$ cat src/design/rgl_params.svh
/*
 * Constants of the reset generator: register offsets, field positions,
 * reset values and counts.
 * Assumes it is included by bare name into the package and the modules.
 */
`ifndef RGL_PARAMS_SVH
`define RGL_PARAMS_SVH

// register byte offsets, one aligned 32-bit word each
`define RGL_OFS_LPT        8'h00
`define RGL_OFS_PIN        8'h04
`define RGL_OFS_SYSCTRL    8'h08
`define RGL_OFS_PMU        8'h0c
`define RGL_OFS_GENCTRL    8'h10
`define RGL_OFS_REFTRIM    8'h14
`define RGL_OFS_RADIOTRIM  8'h18
`define RGL_OFS_OTPWC      8'h1c
`define RGL_OFS_SCRATCH    8'h20
`define RGL_OFS_STATUS     8'h24
`define RGL_OFS_CAUSE      8'h28

// field positions
`define RGL_FACTOR_MSB     6
`define RGL_PIN_MSB        4
`define RGL_POL_BIT        8
`define RGL_REBOOT_BIT     0
`define RGL_WAKE_BIT       0
`define RGL_OSCEN_BIT      1
`define RGL_EMMAP_MSB      1
`define RGL_DBGFRZ_BIT     8
`define RGL_CAUSE_POR      0
`define RGL_CAUSE_HW       1
`define RGL_CAUSE_SW       2

// values and counts
`define RGL_ZERO16         16'h0000
`define RGL_ZERO32         32'h0000_0000
`define RGL_FACTOR_ZERO    7'h00
`define RGL_FACTOR_MAX     7'h7f
`define RGL_PIN_OFF        5'h00
`define RGL_PRESCALE_ZERO  12'h000
`define RGL_PRESCALE_MAX   12'hfff
`define RGL_HOLD_W         5
`define RGL_HOLD_CYCLES    5'h0f
`define RGL_HOLD_ZERO      5'h00
`define RGL_CAUSE_RESET    4'h8
`define RGL_CAUSE_ZERO     4'h0
`define RGL_SYSCTRL_WMASK  16'hfffe

`endif

$ cat src/design/rgl_pkg.sv
/*
 * Types shared by the reset generator modules.
 * Assumes rgl_params.svh is on the include path.
 */
`include "rgl_params.svh"

package rgl_pkg;
    // codes ordered by strength so that a plain compare ranks levels
    typedef enum logic [1:0] {
        SEQ_IDLE = 2'b00,
        SEQ_SW   = 2'b01,
        SEQ_HW   = 2'b10,
        SEQ_POR  = 2'b11
    } rgl_seq_t;

    typedef logic [`RGL_FACTOR_MSB:0] rgl_factor_t;
    typedef logic [`RGL_PIN_MSB:0]    rgl_pin_t;
endpackage : rgl_pkg

$ cat src/design/rgl_timer_if.sv
/*
 * Signals between the reset sequencer and the long-press timer.
 * Assumes both ends share one clock and reset.
 */
`timescale 1ns/1ps

interface rgl_timer_if;
    import rgl_pkg::*;
    logic        padActive;
    logic        gpioActive;
    logic        slowTick;
    rgl_factor_t delayFactor;
    logic        expire;
    logic        fired;
    logic        busy;
    logic        padFirst;

    modport timer (input padActive, input gpioActive, input slowTick, input delayFactor,
                   output expire, output fired, output busy, output padFirst);
    modport ctrl  (output padActive, output gpioActive, output slowTick, output delayFactor,
                   input expire, input fired, input busy, input padFirst);
endinterface : rgl_timer_if

$ cat src/design/rgl_reset_gen.sv
/*
 * Reset generator: APB registers, GPIO source select, long-press
 * decision and the power-on / hardware / software reset sequencer.
 * Assumes all inputs are synchronous to clk (25 MHz) and reset_n is
 * the supply monitor's synchronous active-low power-on reset.
 */
// Our own choices: the APB register port and the placing of the registers.
// How it works
// - three reset levels, power-on, hardware, software, each clearing its own registers
// - pad or enabled GPIO held for the programmed delay raises power-on reset
// - pad released before the delay gives only a hardware reset
// - pad held for the delay or longer gives power-on reset
// - software reset is reboot bit write OR processor reset request
// - wake-from-sleep gives hardware reset when the wake bit is set
// - power-on and hardware resets end in a cold boot start pulse
// - trim, polarity, timer setting registers cleared by power-on reset only
// - control, wake and oscillator enable, otp count, freeze and mapping cleared by power-on or hardware
// - all other registers cleared by any reset level, except cause, which each level only sets
// - reset pad is always active high and always a source
// - delay factor is a 7-bit field, at most 0x7f
// - delay is factor times 4096 slow oscillator periods
// - slow oscillator forced on while any source is asserted
// - pad-started press uses default oscillator trim, GPIO keeps programmed trim
// - the selected GPIO is only observed, still usable as a GPIO
// - pin field holds pin number, zero disables GPIO source
// - polarity bit zero means active low, one means active high
// - timer counts while a source asserts, zero on release
// - overlapping sources keep one continuous count
// - pin field cleared by every reset, factor by power-on reset
`timescale 1ns/1ps

module rgl_reset_gen
    import rgl_pkg::*;
(
    input  wire logic        clk,
    input  wire logic        reset_n,
    input  wire logic        psel,
    input  wire logic        penable,
    input  wire logic        pwrite,
    input  wire logic [7:0]  paddr,
    input  wire logic [31:0] pwdata,
    output logic      [31:0] prdata,
    output logic             pready,
    output logic             pslverr,
    input  wire logic        resetPad,
    input  wire logic [31:0] gpioIn,
    input  wire logic        slowClkIn,
    input  wire logic        cpuSysResetReq,
    input  wire logic        wakeFromSleep,
    output logic             porResetOut,
    output logic             hwResetOut,
    output logic             swResetOut,
    output logic             coldBootStart,
    output logic             slowOscEnable,
    output logic             slowOscDefaultTrim,
    output logic      [15:0] referenceTrim,
    output logic      [15:0] radioTrim,
    output logic      [15:0] otpWordCount,
    output logic      [1:0]  exchangeMemMap,
    output logic             debugFreezeEn
);

    ////////////////////////////////////////////////////////////////////////////////
    // declarations

    rgl_timer_if tif ();

    rgl_factor_t                delayFactor;
    rgl_pin_t                   pinSelect;
    logic                       gpioPolarity;
    logic [15:0]                sysCtrl;
    logic                       wakeTriggersHw;
    logic                       slowOscSwEnable;
    logic [15:0]                scratch;
    logic [3:0]                 cause;
    logic                       slowPrev;
    logic                       padPrev;
    logic                       gpioActive;
    rgl_seq_t                   seqState;
    rgl_seq_t                   reqLevel;
    logic [`RGL_HOLD_W-1:0]     hold;
    logic                       take;
    logic                       clrPor;
    logic                       clrHw;
    logic                       clrAll;
    logic                       wrEn;
    logic                       rebootWrite;
    logic                       padRelease;
    logic                       hwReq;
    logic                       swReq;
    logic [31:0]                rdValue;

    function automatic logic addrMapped(input logic [7:0] a);
        unique case (a)
            `RGL_OFS_LPT, `RGL_OFS_PIN, `RGL_OFS_SYSCTRL, `RGL_OFS_PMU,
            `RGL_OFS_GENCTRL, `RGL_OFS_REFTRIM, `RGL_OFS_RADIOTRIM,
            `RGL_OFS_OTPWC, `RGL_OFS_SCRATCH, `RGL_OFS_STATUS,
            `RGL_OFS_CAUSE: addrMapped = 1'b1;
            default:        addrMapped = 1'b0;
        endcase
    endfunction : addrMapped

    ////////////////////////////////////////////////////////////////////////////////
    // sources and timer

    assign gpioActive = (pinSelect != `RGL_PIN_OFF) &&
                        (gpioIn[pinSelect] == gpioPolarity);

    assign tif.padActive   = resetPad;
    assign tif.gpioActive  = gpioActive;
    assign tif.slowTick    = slowClkIn & ~slowPrev;
    assign tif.delayFactor = delayFactor;

    rgl_long_press_timer u_timer (
        .clk     (clk),
        .reset_n (reset_n),
        .tif     (tif.timer)
    );

    always_ff @(posedge clk) begin
        if (!reset_n) begin
            slowPrev <= 1'b0;
            padPrev  <= 1'b0;
        end else begin
            slowPrev <= slowClkIn;
            padPrev  <= resetPad;
        end
    end

    always_ff @(posedge clk) begin
        if (!reset_n) begin
            slowOscEnable      <= 1'b0;
            slowOscDefaultTrim <= 1'b0;
        end else begin
            slowOscEnable      <= slowOscSwEnable | resetPad | gpioActive;
            slowOscDefaultTrim <= tif.busy ? tif.padFirst : resetPad;
        end
    end

    ////////////////////////////////////////////////////////////////////////////////
    // reset sequencer

    assign padRelease  = padPrev & ~resetPad;
    assign wrEn        = psel & penable & pwrite;
    assign rebootWrite = wrEn && (paddr == `RGL_OFS_SYSCTRL) && pwdata[`RGL_REBOOT_BIT];
    assign hwReq = (padRelease & ~tif.fired & ~tif.expire) | (wakeFromSleep & wakeTriggersHw);
    assign swReq = rebootWrite | cpuSysResetReq;

    always_comb begin
        if (tif.expire) begin
            reqLevel = SEQ_POR;
        end else if (hwReq) begin
            reqLevel = SEQ_HW;
        end else if (swReq) begin
            reqLevel = SEQ_SW;
        end else begin
            reqLevel = SEQ_IDLE;
        end
    end

    // a request at or above the running level restarts the hold
    assign take = (reqLevel != SEQ_IDLE) && (reqLevel >= seqState);

    always_ff @(posedge clk) begin
        if (!reset_n) begin
            seqState <= SEQ_POR;
            hold     <= `RGL_HOLD_CYCLES;
        end else if (take) begin
            seqState <= reqLevel;
            hold     <= `RGL_HOLD_CYCLES;
        end else if (seqState != SEQ_IDLE) begin
            if (hold == `RGL_HOLD_ZERO) begin
                seqState <= SEQ_IDLE;
            end else begin
                hold <= hold - 5'h01;
            end
        end
    end

    assign porResetOut = (seqState == SEQ_POR);
    assign hwResetOut  = (seqState == SEQ_HW);
    assign swResetOut  = (seqState == SEQ_SW);

    // cold boot after por or hw
    always_ff @(posedge clk) begin
        if (!reset_n) begin
            coldBootStart <= 1'b0;
        end else begin
            coldBootStart <= (seqState == SEQ_POR || seqState == SEQ_HW) &&
                             (hold == `RGL_HOLD_ZERO) && !take;
        end
    end

    // set wins over write-one clear
    always_ff @(posedge clk) begin
        if (!reset_n) begin
            cause <= `RGL_CAUSE_RESET;
        end else begin
            cause <= (cause & ~((wrEn && paddr == `RGL_OFS_CAUSE) ? pwdata[3:0]
                                                                  : `RGL_CAUSE_ZERO))
                   | {1'b0,
                      take && reqLevel == SEQ_SW,
                      take && reqLevel == SEQ_HW,
                      take && reqLevel == SEQ_POR};
        end
    end

    ////////////////////////////////////////////////////////////////////////////////
    // register groups by reset level

    assign clrPor = !reset_n || (take && reqLevel == SEQ_POR);
    assign clrHw  = clrPor || (take && reqLevel == SEQ_HW);
    assign clrAll = clrHw || (take && reqLevel == SEQ_SW);

    always_ff @(posedge clk) begin
        if (clrPor) begin
            delayFactor   <= `RGL_FACTOR_ZERO;
            gpioPolarity  <= 1'b0;
            referenceTrim <= `RGL_ZERO16;
            radioTrim     <= `RGL_ZERO16;
        end else if (wrEn) begin
            unique case (paddr)
                `RGL_OFS_LPT:       delayFactor   <= pwdata[`RGL_FACTOR_MSB:0];
                `RGL_OFS_PIN:       gpioPolarity  <= pwdata[`RGL_POL_BIT];
                `RGL_OFS_REFTRIM:   referenceTrim <= pwdata[15:0];
                `RGL_OFS_RADIOTRIM: radioTrim     <= pwdata[15:0];
                default: ;
            endcase
        end
    end

    always_ff @(posedge clk) begin
        if (clrHw) begin
            sysCtrl         <= `RGL_ZERO16;
            wakeTriggersHw  <= 1'b0;
            slowOscSwEnable <= 1'b0;
            otpWordCount    <= `RGL_ZERO16;
            exchangeMemMap  <= 2'h0;
            debugFreezeEn   <= 1'b0;
        end else if (wrEn) begin
            unique case (paddr)
                `RGL_OFS_SYSCTRL: sysCtrl <= pwdata[15:0] & `RGL_SYSCTRL_WMASK;
                `RGL_OFS_PMU: begin
                    wakeTriggersHw  <= pwdata[`RGL_WAKE_BIT];
                    slowOscSwEnable <= pwdata[`RGL_OSCEN_BIT];
                end
                `RGL_OFS_OTPWC:   otpWordCount <= pwdata[15:0];
                `RGL_OFS_GENCTRL: begin
                    exchangeMemMap <= pwdata[`RGL_EMMAP_MSB:0];
                    debugFreezeEn  <= pwdata[`RGL_DBGFRZ_BIT];
                end
                default: ;
            endcase
        end
    end

    always_ff @(posedge clk) begin
        if (clrAll) begin
            pinSelect <= `RGL_PIN_OFF;
            scratch   <= `RGL_ZERO16;
        end else if (wrEn) begin
            unique case (paddr)
                `RGL_OFS_PIN:     pinSelect <= pwdata[`RGL_PIN_MSB:0];
                `RGL_OFS_SCRATCH: scratch   <= pwdata[15:0];
                default: ;
            endcase
        end
    end

    ////////////////////////////////////////////////////////////////////////////////
    // APB slave: zero wait states, data captured in the setup cycle

    always_comb begin
        rdValue = `RGL_ZERO32;
        unique case (paddr)
            `RGL_OFS_LPT:       rdValue[`RGL_FACTOR_MSB:0] = delayFactor;
            `RGL_OFS_PIN: begin
                rdValue[`RGL_PIN_MSB:0] = pinSelect;
                rdValue[`RGL_POL_BIT]   = gpioPolarity;
            end
            `RGL_OFS_SYSCTRL:   rdValue[15:0] = sysCtrl;
            `RGL_OFS_PMU: begin
                rdValue[`RGL_WAKE_BIT]  = wakeTriggersHw;
                rdValue[`RGL_OSCEN_BIT] = slowOscSwEnable;
            end
            `RGL_OFS_GENCTRL: begin
                rdValue[`RGL_EMMAP_MSB:0] = exchangeMemMap;
                rdValue[`RGL_DBGFRZ_BIT]  = debugFreezeEn;
            end
            `RGL_OFS_REFTRIM:   rdValue[15:0] = referenceTrim;
            `RGL_OFS_RADIOTRIM: rdValue[15:0] = radioTrim;
            `RGL_OFS_OTPWC:     rdValue[15:0] = otpWordCount;
            `RGL_OFS_SCRATCH:   rdValue[15:0] = scratch;
            `RGL_OFS_STATUS:    rdValue[4:0]  = {seqState, tif.busy, gpioActive, resetPad};
            `RGL_OFS_CAUSE:     rdValue[3:0]  = cause;
            default: ;
        endcase
    end

    always_ff @(posedge clk) begin
        if (!reset_n) begin
            prdata <= `RGL_ZERO32;
        end else if (psel && !penable && !pwrite) begin
            prdata <= addrMapped(paddr) ? rdValue : `RGL_ZERO32;
        end
    end

    assign pready  = 1'b1;
    assign pslverr = psel & penable & ~addrMapped(paddr);

    ////////////////////////////////////////////////////////////////////////////////
    // checks

    property p_por_from_timer;
        @(posedge clk) disable iff (!reset_n)
        tif.expire |=> porResetOut [*8];
    endproperty
    a_por_from_timer: assert property (p_por_from_timer)
        else $error("long press did not hold power-on reset");

    property p_hw_short;
        @(posedge clk) disable iff (!reset_n)
        padRelease && !tif.fired && !tif.expire &&
        (seqState == SEQ_IDLE || seqState == SEQ_SW) |=> hwResetOut && !porResetOut;
    endproperty
    a_hw_short: assert property (p_hw_short)
        else $error("short press did not give hardware reset");

    property p_sw_or;
        @(posedge clk) disable iff (!reset_n)
        (cpuSysResetReq || rebootWrite) && !tif.expire && !hwReq && seqState == SEQ_IDLE
        |=> swResetOut;
    endproperty
    a_sw_or: assert property (p_sw_or)
        else $error("software reset request ignored");

    property p_gpio_off;
        @(posedge clk) disable iff (!reset_n)
        (pinSelect == `RGL_PIN_OFF) |-> !gpioActive;
    endproperty
    a_gpio_off: assert property (p_gpio_off)
        else $error("gpio source active with pin zero");

    property p_force_osc;
        @(posedge clk) disable iff (!reset_n)
        (resetPad || gpioActive) |=> slowOscEnable;
    endproperty
    a_force_osc: assert property (p_force_osc)
        else $error("slow oscillator not forced on");

    property p_por_clears;
        @(posedge clk) disable iff (!reset_n)
        take && reqLevel == SEQ_POR |=> delayFactor == `RGL_FACTOR_ZERO &&
                                        referenceTrim == `RGL_ZERO16;
    endproperty
    a_por_clears: assert property (p_por_clears)
        else $error("power-on group not cleared");

    property p_sw_keeps;
        @(posedge clk) disable iff (!reset_n)
        take && reqLevel == SEQ_SW && !wrEn |=> otpWordCount == $past(otpWordCount);
    endproperty
    a_sw_keeps: assert property (p_sw_keeps)
        else $error("software reset cleared hardware group");

    property p_pin_clear;
        @(posedge clk) disable iff (!reset_n)
        take |=> pinSelect == `RGL_PIN_OFF;
    endproperty
    a_pin_clear: assert property (p_pin_clear)
        else $error("pin field survived a reset");

    property p_cold_boot;
        @(posedge clk) disable iff (!reset_n)
        ($fell(hwResetOut) || $fell(porResetOut)) && seqState == SEQ_IDLE |-> coldBootStart;
    endproperty
    a_cold_boot: assert property (p_cold_boot)
        else $error("no cold boot after hardware reset");

    c_por:  cover property (@(posedge clk) disable iff (!reset_n) tif.expire ##1 porResetOut);
    c_hw:   cover property (@(posedge clk) disable iff (!reset_n) padRelease ##1 hwResetOut);
    c_sw:   cover property (@(posedge clk) disable iff (!reset_n) cpuSysResetReq ##1 swResetOut);
    c_gpio: cover property (@(posedge clk) disable iff (!reset_n) gpioActive && !resetPad);

endmodule : rgl_reset_gen

$ cat src/design/rgl_long_press_timer.sv
/*
 * Long-press timer: counts slow oscillator ticks while any power-on
 * reset source is held, in whole steps of 4096 ticks.
 * Assumes slowTick is a one-cycle pulse per slow period on clk.
 */
`timescale 1ns/1ps

module rgl_long_press_timer
    import rgl_pkg::*;
(
    input wire logic    clk,
    input wire logic    reset_n,
    rgl_timer_if.timer  tif
);
    logic [11:0] prescale;
    rgl_factor_t step;
    logic        anySrc;
    logic        reached;

    assign anySrc  = tif.padActive | tif.gpioActive;
    assign reached = (step >= tif.delayFactor);
    assign tif.expire = anySrc & reached & ~tif.fired;

    always_ff @(posedge clk) begin
        if (!reset_n || !anySrc) begin
            prescale <= `RGL_PRESCALE_ZERO;
            step     <= `RGL_FACTOR_ZERO;
        end else if (tif.slowTick) begin
            if (prescale == `RGL_PRESCALE_MAX) begin
                prescale <= `RGL_PRESCALE_ZERO;
                if (step != `RGL_FACTOR_MAX) begin
                    step <= step + 7'h01;
                end
            end else begin
                prescale <= prescale + 12'h001;
            end
        end
    end

    // held until release, so a cleared factor cannot retrigger
    always_ff @(posedge clk) begin
        if (!reset_n || !anySrc) begin
            tif.fired <= 1'b0;
        end else if (reached) begin
            tif.fired <= 1'b1;
        end
    end

    always_ff @(posedge clk) begin
        if (!reset_n) begin
            tif.busy     <= 1'b0;
            tif.padFirst <= 1'b0;
        end else begin
            tif.busy <= anySrc;
            if (!tif.busy && anySrc) begin
                tif.padFirst <= tif.padActive;
            end else if (!anySrc) begin
                tif.padFirst <= 1'b0;
            end
        end
    end

    property p_release_clears;
        @(posedge clk) disable iff (!reset_n)
        !anySrc |=> (prescale == `RGL_PRESCALE_ZERO) && (step == `RGL_FACTOR_ZERO);
    endproperty
    a_release_clears: assert property (p_release_clears)
        else $error("timer not cleared after release");

    property p_step_advance;
        @(posedge clk) disable iff (!reset_n)
        anySrc && tif.slowTick && (prescale == `RGL_PRESCALE_MAX) && (step != `RGL_FACTOR_MAX)
        |=> step == 7'($past(step) + 7'h01);
    endproperty
    a_step_advance: assert property (p_step_advance)
        else $error("step did not advance on prescaler wrap");

    property p_single_expire;
        @(posedge clk) disable iff (!reset_n)
        tif.expire |=> !tif.expire;
    endproperty
    a_single_expire: assert property (p_single_expire)
        else $error("expire repeated within one press");

endmodule : rgl_long_press_timer

$ cat config.mk
export PLATFORM = sky130hd
export DESIGN_NAME = rgl_reset_gen
export DESIGN_NICKNAME = d
export VERILOG_FILES = /design/src/design/rgl_pkg.sv /design/src/design/rgl_timer_if.sv /design/src/design/rgl_reset_gen.sv /design/src/design/rgl_long_press_timer.sv
export VERILOG_INCLUDE_DIRS = /design/src /design/src/design
export SDC_FILE = /design/constraint.sdc
export NUM_CORES = 1
export LEC_CHECK = 0
export BUFFER_PORTS_ARGS = -buffer_cell sky130_fd_sc_hd__buf_2
export CORE_MARGIN = 1.5
export CORE_UTILIZATION = 40
export CTS_CLUSTER_SIZE = 24
export DETAILED_ROUTE_END_ITERATION = 8
export PLACE_DENSITY = 0.65
export SYNTH_ARGS = -nofsm -noshare
export SYNTH_HDL_FRONTEND = slang
export SYNTH_SLANG_ARGS = --single-unit
$ cat constraint.sdc
create_clock -name clk -period 4.6 [get_ports clk]
set_input_delay 0.46 -clock clk [delete_from_list [all_inputs] [get_ports clk]]
set_output_delay 0.46 -clock clk [all_outputs]
set_load 0.01 [all_outputs]
==> results.txt <==
----------------------------------------------------
[Yosys]
  Combinational family with the most area after synthesis ... simple AND/OR/NAND/NOR gates
  Commonest register cell after synthesis ... sky130_fd_sc_hd__dfxtp_1
  Adder-cell share of the synthesized area ... between 2 and 2.5%
  Mux cell area share after synthesis ... between 10 and 15%
  Total number of yosys warnings ... 0
  Syn Area/Cell ... slightly below 9 sq um
  Number of synthesized flops with an enable pin ... 0
  Sequential-to-total area share from yosys stat ... around two fifths
  Share of flip-flops with an asynchronous set or reset after synthesis ... 0%
  Number of distinct library cells after synthesis ... 61
  Cell count after synthesis ... between 800 and 900
  Yosys top cell area share ... about two fifths
  Simple-Gate Fraction of Synth Area ... between 20% and 30%
  Cell area after synthesis ... 7460 sq um
  Synth Area in Compound Gates ... roughly 17%
  Biggest area consumer among synthesized cells ... sky130_fd_sc_hd__dfxtp_1
  Cell types with the largest area share after synthesis ... sky130_fd_sc_hd__dfxtp_1, sky130_fd_sc_hd__mux2i_1, sky130_fd_sc_hd__nand2_1
  Post-Synth XOR/XNOR Area ... 2.23%
  #FFs+latches synth ... 151

[Timing]
  Period utilization ... slightly below 90%
  Max Freq ... between 200 and 250 MHz
  Final count of hold timing violations ... 0
  Setup-violating endpoint count in the final report ... 0
  Pin slew with the least headroom to its limit ... 1.12 ns
  Maximum clock skew at final layout ... 0.00518 ns
  Summed negative setup slack over all endpoints ... 0 ns
  Max-Slew Margin vs Limit ... roughly a quarter
  Worst Hold Margin ... 0.261 ns
  Max Slew Vio Count ... 0
  Final critical-path required period ... just over 4 ns
  Unrepaired setup endpoints after global routing ... false

[Placed design]
  Dpl cell area ... 8300 sq um
  Input/output buffers ... 138
  Final Wtd Congestion ... 0.825
  Half-perimeter wire length of the detailed placement result ... 15,600 um
  Placed instance count ... 1,192

[Final layout]
  End-of-flow core utilization ... between 40 and 50%
  Share of final-layout standard cells stronger than drive strength 1 ... 23.1%
  # fillers ... 1,750
  Post-route design area ... 8890 sq um
  Number of nets in the final layout ... between 1,000 and 1,500
  Synthesis-to-layout area growth ... 19.2%
  Final cell count without fillers ... 1,224
  Diodes inserted ... 0

[Clock network]
  Insertion delay of the later-clocked pin in the worst-skew pair ... 0.42 ns
  TritonCTS clock tree ... yes
  Longest Clk Path Bufs ... 2
  Clock tree root buffer cell ... sky130_fd_sc_hd__clkbuf_16
  Number of setup buffers added after CTS ... 0
  TritonCTS sink count ... 151
  Depth of the CTS H-tree ... 4
  Clock-pin slew on the worst setup and hold paths ... 0.06 ns
  Number of buffers created by CTS ... 17

[Setup path]
  Crit path capture type ... register
  Startpoint-to-endpoint class of the critical path ... reg2reg
  Worst reg2reg path endpoint ... sysCtrl[11]$_SDFFE_PP0P_
  Data required, critical path ... 4.93 ns
  End point of the critical path ... sysCtrl[11]$_SDFFE_PP0P_
  Worst-case reg-to-reg path depth ... 13
  Setup slack, reg-to-reg ... 0.53 ns
  Setup crit start kind ... register
  Maximum net fanout on the critical path ... 36
  R2r startpoint ... pinSelect[2]$_SDFFE_PP0P_
  Arr. time, crit path ... around 4.4 ns
  Worst setup path startpoint ... pinSelect[2]$_SDFFE_PP0P_

[Routing]
  Drt first-iter violations ... 640
  Final Routed Wirelength ... 23,100 um
  Vias ... 6,935
  Detailed-route wire length per cell ... ~19 um
  Pre-Repair DR Iteration Count ... 9
  Mean number of vias per cell ... approximately 5.7
  DRC viols ... 16
  Number of antenna-violating nets in the routed design ... 0

[Floorplanning]
  Die height ... around 140 um
  Effective utilization at floorplan ... 41.1%
  Core outline area ... 18,100 sq um
  Placement Rows ... slightly below 50
  Die outline area ... 19,500 sq um
  Width of the die ... 140 um
  Top-Level Pins ... 172

[Power and ir drop]
  Switching share of power ... 23.9%
  Portion of total power attributed to combinational logic ... under 10%
  Internal power ... 0.00225 W
  NetSw ... 0.000705 W
  PwrDens ... 332 nW/um^2
  Highest ir drop seen on vdd ... 0.000268 V
  Pleak ... 3.69 nW
  Register share of total power ... 45.2%
  Clk network pwr share ... around 47%

[Run status]
  Result of the run ... complete, but fails checks
  Violated checks ... DRC

[Global route]
  Antenna violations before repair ... 1
  GRT Max-Usage Layer ... met2
  M2 GR Usage ... a little over a third
  Sum of overflow across all layers after global routing ... 0
  GR Util met3 ... 4.89%
  Met1 Use GR ... 32.3%
  Global-route wire length before repair ... 35,800 um
  Largest net degree at the start of global routing ... 42
  Vias in the first global route ... roughly 6,300
  Total Routing Usage GR ... a little under a quarter

[Flow run]
  Total of max-cap violations ... 0

[Worst hold path]
  Number of cells on the worst hold path ... 2
  Tightest Hold Check Type ... in2reg

----------------------------------------------------
[cell type report]
cell class | instances | area (sq um) | share of cell area (%)
sequential | 151 | 3020 | 34.0
inverter | 15 | 56.3 | 0.634
multi-input combinational | 638 | 4060 | 45.7
timing repair buffer | 159 | 873 | 9.83
clock inverter | 7 | 63.8 | 0.718
tap | 229 | 287 | 3.22
clock buffer | 25 | 526 | 5.91
[power by group through the flow]
stage / logic [W] / registers [W] / clock network (W)
finish: 0.000242 / 0.00133 / 0.00138
global route: 0.000263 / 0.00134 / 0.00145
CTS: 0.000240 / 0.00133 / 0.00140
detailed placement: 0.000238 / 0.00136 / 0
global placement: 0.000237 / 0.00136 / 0
floorplan: 0.000150 / 0.00136 / 0
[layer usage]
metal  vias up  routed length [um]
met5         -                  14
met4         2                 656
met3        47                2120
met2       309               10300
met1      3283               10000
li1       3294                   -
[critical path: stages, from the launching register on]
cell,delay [ns]
sky130_fd_sc_hd__dfxtp_2,0.64
sky130_fd_sc_hd__mux2i_1,0.14
sky130_fd_sc_hd__a22oi_1,0.22
sky130_fd_sc_hd__a211oi_1,0.11
sky130_fd_sc_hd__nor4_2,0.41
sky130_fd_sc_hd__mux2i_2,0.40
sky130_fd_sc_hd__a21o_1,0.32
sky130_fd_sc_hd__nand2_1,0.09
sky130_fd_sc_hd__ha_1,0.30
sky130_fd_sc_hd__a21oi_1,0.40
sky130_fd_sc_hd__nor2_1,0.17
sky130_fd_sc_hd__nor2b_2,0.16
sky130_fd_sc_hd__buf_4,0.34
sky130_fd_sc_hd__nor3b_1,0.26
[timing repair]
| item | CTS | global route |
|---|---|---|
| hold buffers | 0 | 0 |
| setup endpoints to repair | 0 | 56 |
| resized for setup | 0 | 1 |
| endpoints found under the hold margin | 0 | 0 |
[metrics by stage]
stage | total power, W | worst slack, ns
2_1_floorplan | 0.00151 | 0.554
3_3_place_gp | 0.00160 | 0.362
3_5_place_dp | 0.00160 | 0.304
4_1_cts | 0.00298 | 0.230
5_1_grt | 0.00305 | 0.190
6_report | 0.00295 | 0.531
[worst min path at each step]
| stage | start | endpoint | slack (ns) |
|---|---|---|---|
| global route | slowClkIn | slowPrev$_SDFF_PN0_ | 0.29 |
| floorplan | cause[3]$_SDFF_PN1_ | cause[3]$_SDFF_PN1_ | 0.42 |
| global placement | cause[3]$_SDFF_PN1_ | cause[3]$_SDFF_PN1_ | 0.43 |
| finish | slowClkIn | slowPrev$_SDFF_PN0_ | 0.26 |
| CTS | slowClkIn | slowPrev$_SDFF_PN0_ | 0.25 |
| detailed placement | cause[3]$_SDFF_PN1_ | cause[3]$_SDFF_PN1_ | 0.43 |
[cell usage after synthesis, types with 11 or more instances]
| master | number |
|---|---|
| sky130_fd_sc_hd__dfxtp_1 | 151 |
| sky130_fd_sc_hd__nand2_1 | 135 |
| sky130_fd_sc_hd__a21oi_1 | 62 |
| sky130_fd_sc_hd__mux2i_1 | 55 |
| sky130_fd_sc_hd__nor2_1 | 41 |
| sky130_fd_sc_hd__nand3_1 | 37 |
| sky130_fd_sc_hd__nor3b_1 | 37 |
| sky130_fd_sc_hd__clkbuf_1 | 36 |
| sky130_fd_sc_hd__o21ai_0 | 34 |
| sky130_fd_sc_hd__a22oi_1 | 32 |
| sky130_fd_sc_hd__mux2_2 | 22 |
| sky130_fd_sc_hd__buf_4 | 20 |
| sky130_fd_sc_hd__inv_1 | 15 |
| sky130_fd_sc_hd__nor2b_1 | 15 |
| sky130_fd_sc_hd__nor3_1 | 14 |
| sky130_fd_sc_hd__ha_1 | 12 |
| sky130_fd_sc_hd__a222oi_1 | 11 |
| sky130_fd_sc_hd__xor2_1 | 11 |
[state kept, by name (all words and copies together) (netlist names), 7 cells and up]
signal,flops
otpWordCount,16
prdata,16
radioTrim,16
referenceTrim,16
scratch,16
sysCtrl,15
u_timer.prescale,12
delayFactor,7
u_timer.step,7
[cells in the final DEF (no fill, tap or decap), drive strengths merged, types with 17 or more instances in the layout]
cell type,netlist,final
a21oi,63,63
a22oi,32,32
buf,30,159
clkbuf,37,25
conb,2,17
dfxtp,151,151
mux2,22,22
mux2i,56,56
nand2,135,135
nand3,37,37
nor2,45,45
nor3b,37,37
o21ai,34,34
[kinds of logic (layout without fill, tap and decap cells)]
logic type               count (synthesis)  after routing
AO/OA/AOI/OAI                          189            189
buffers and inverters                   82            206
adder cells (fa/ha/maj)                 12             12
multiplexers                            78             78
flip-flops                             151            151
XOR/XNOR                                19             19
other                                    2             17
AND/OR/NAND/NOR                        323            323
Power figures use the tool's default switching activity.
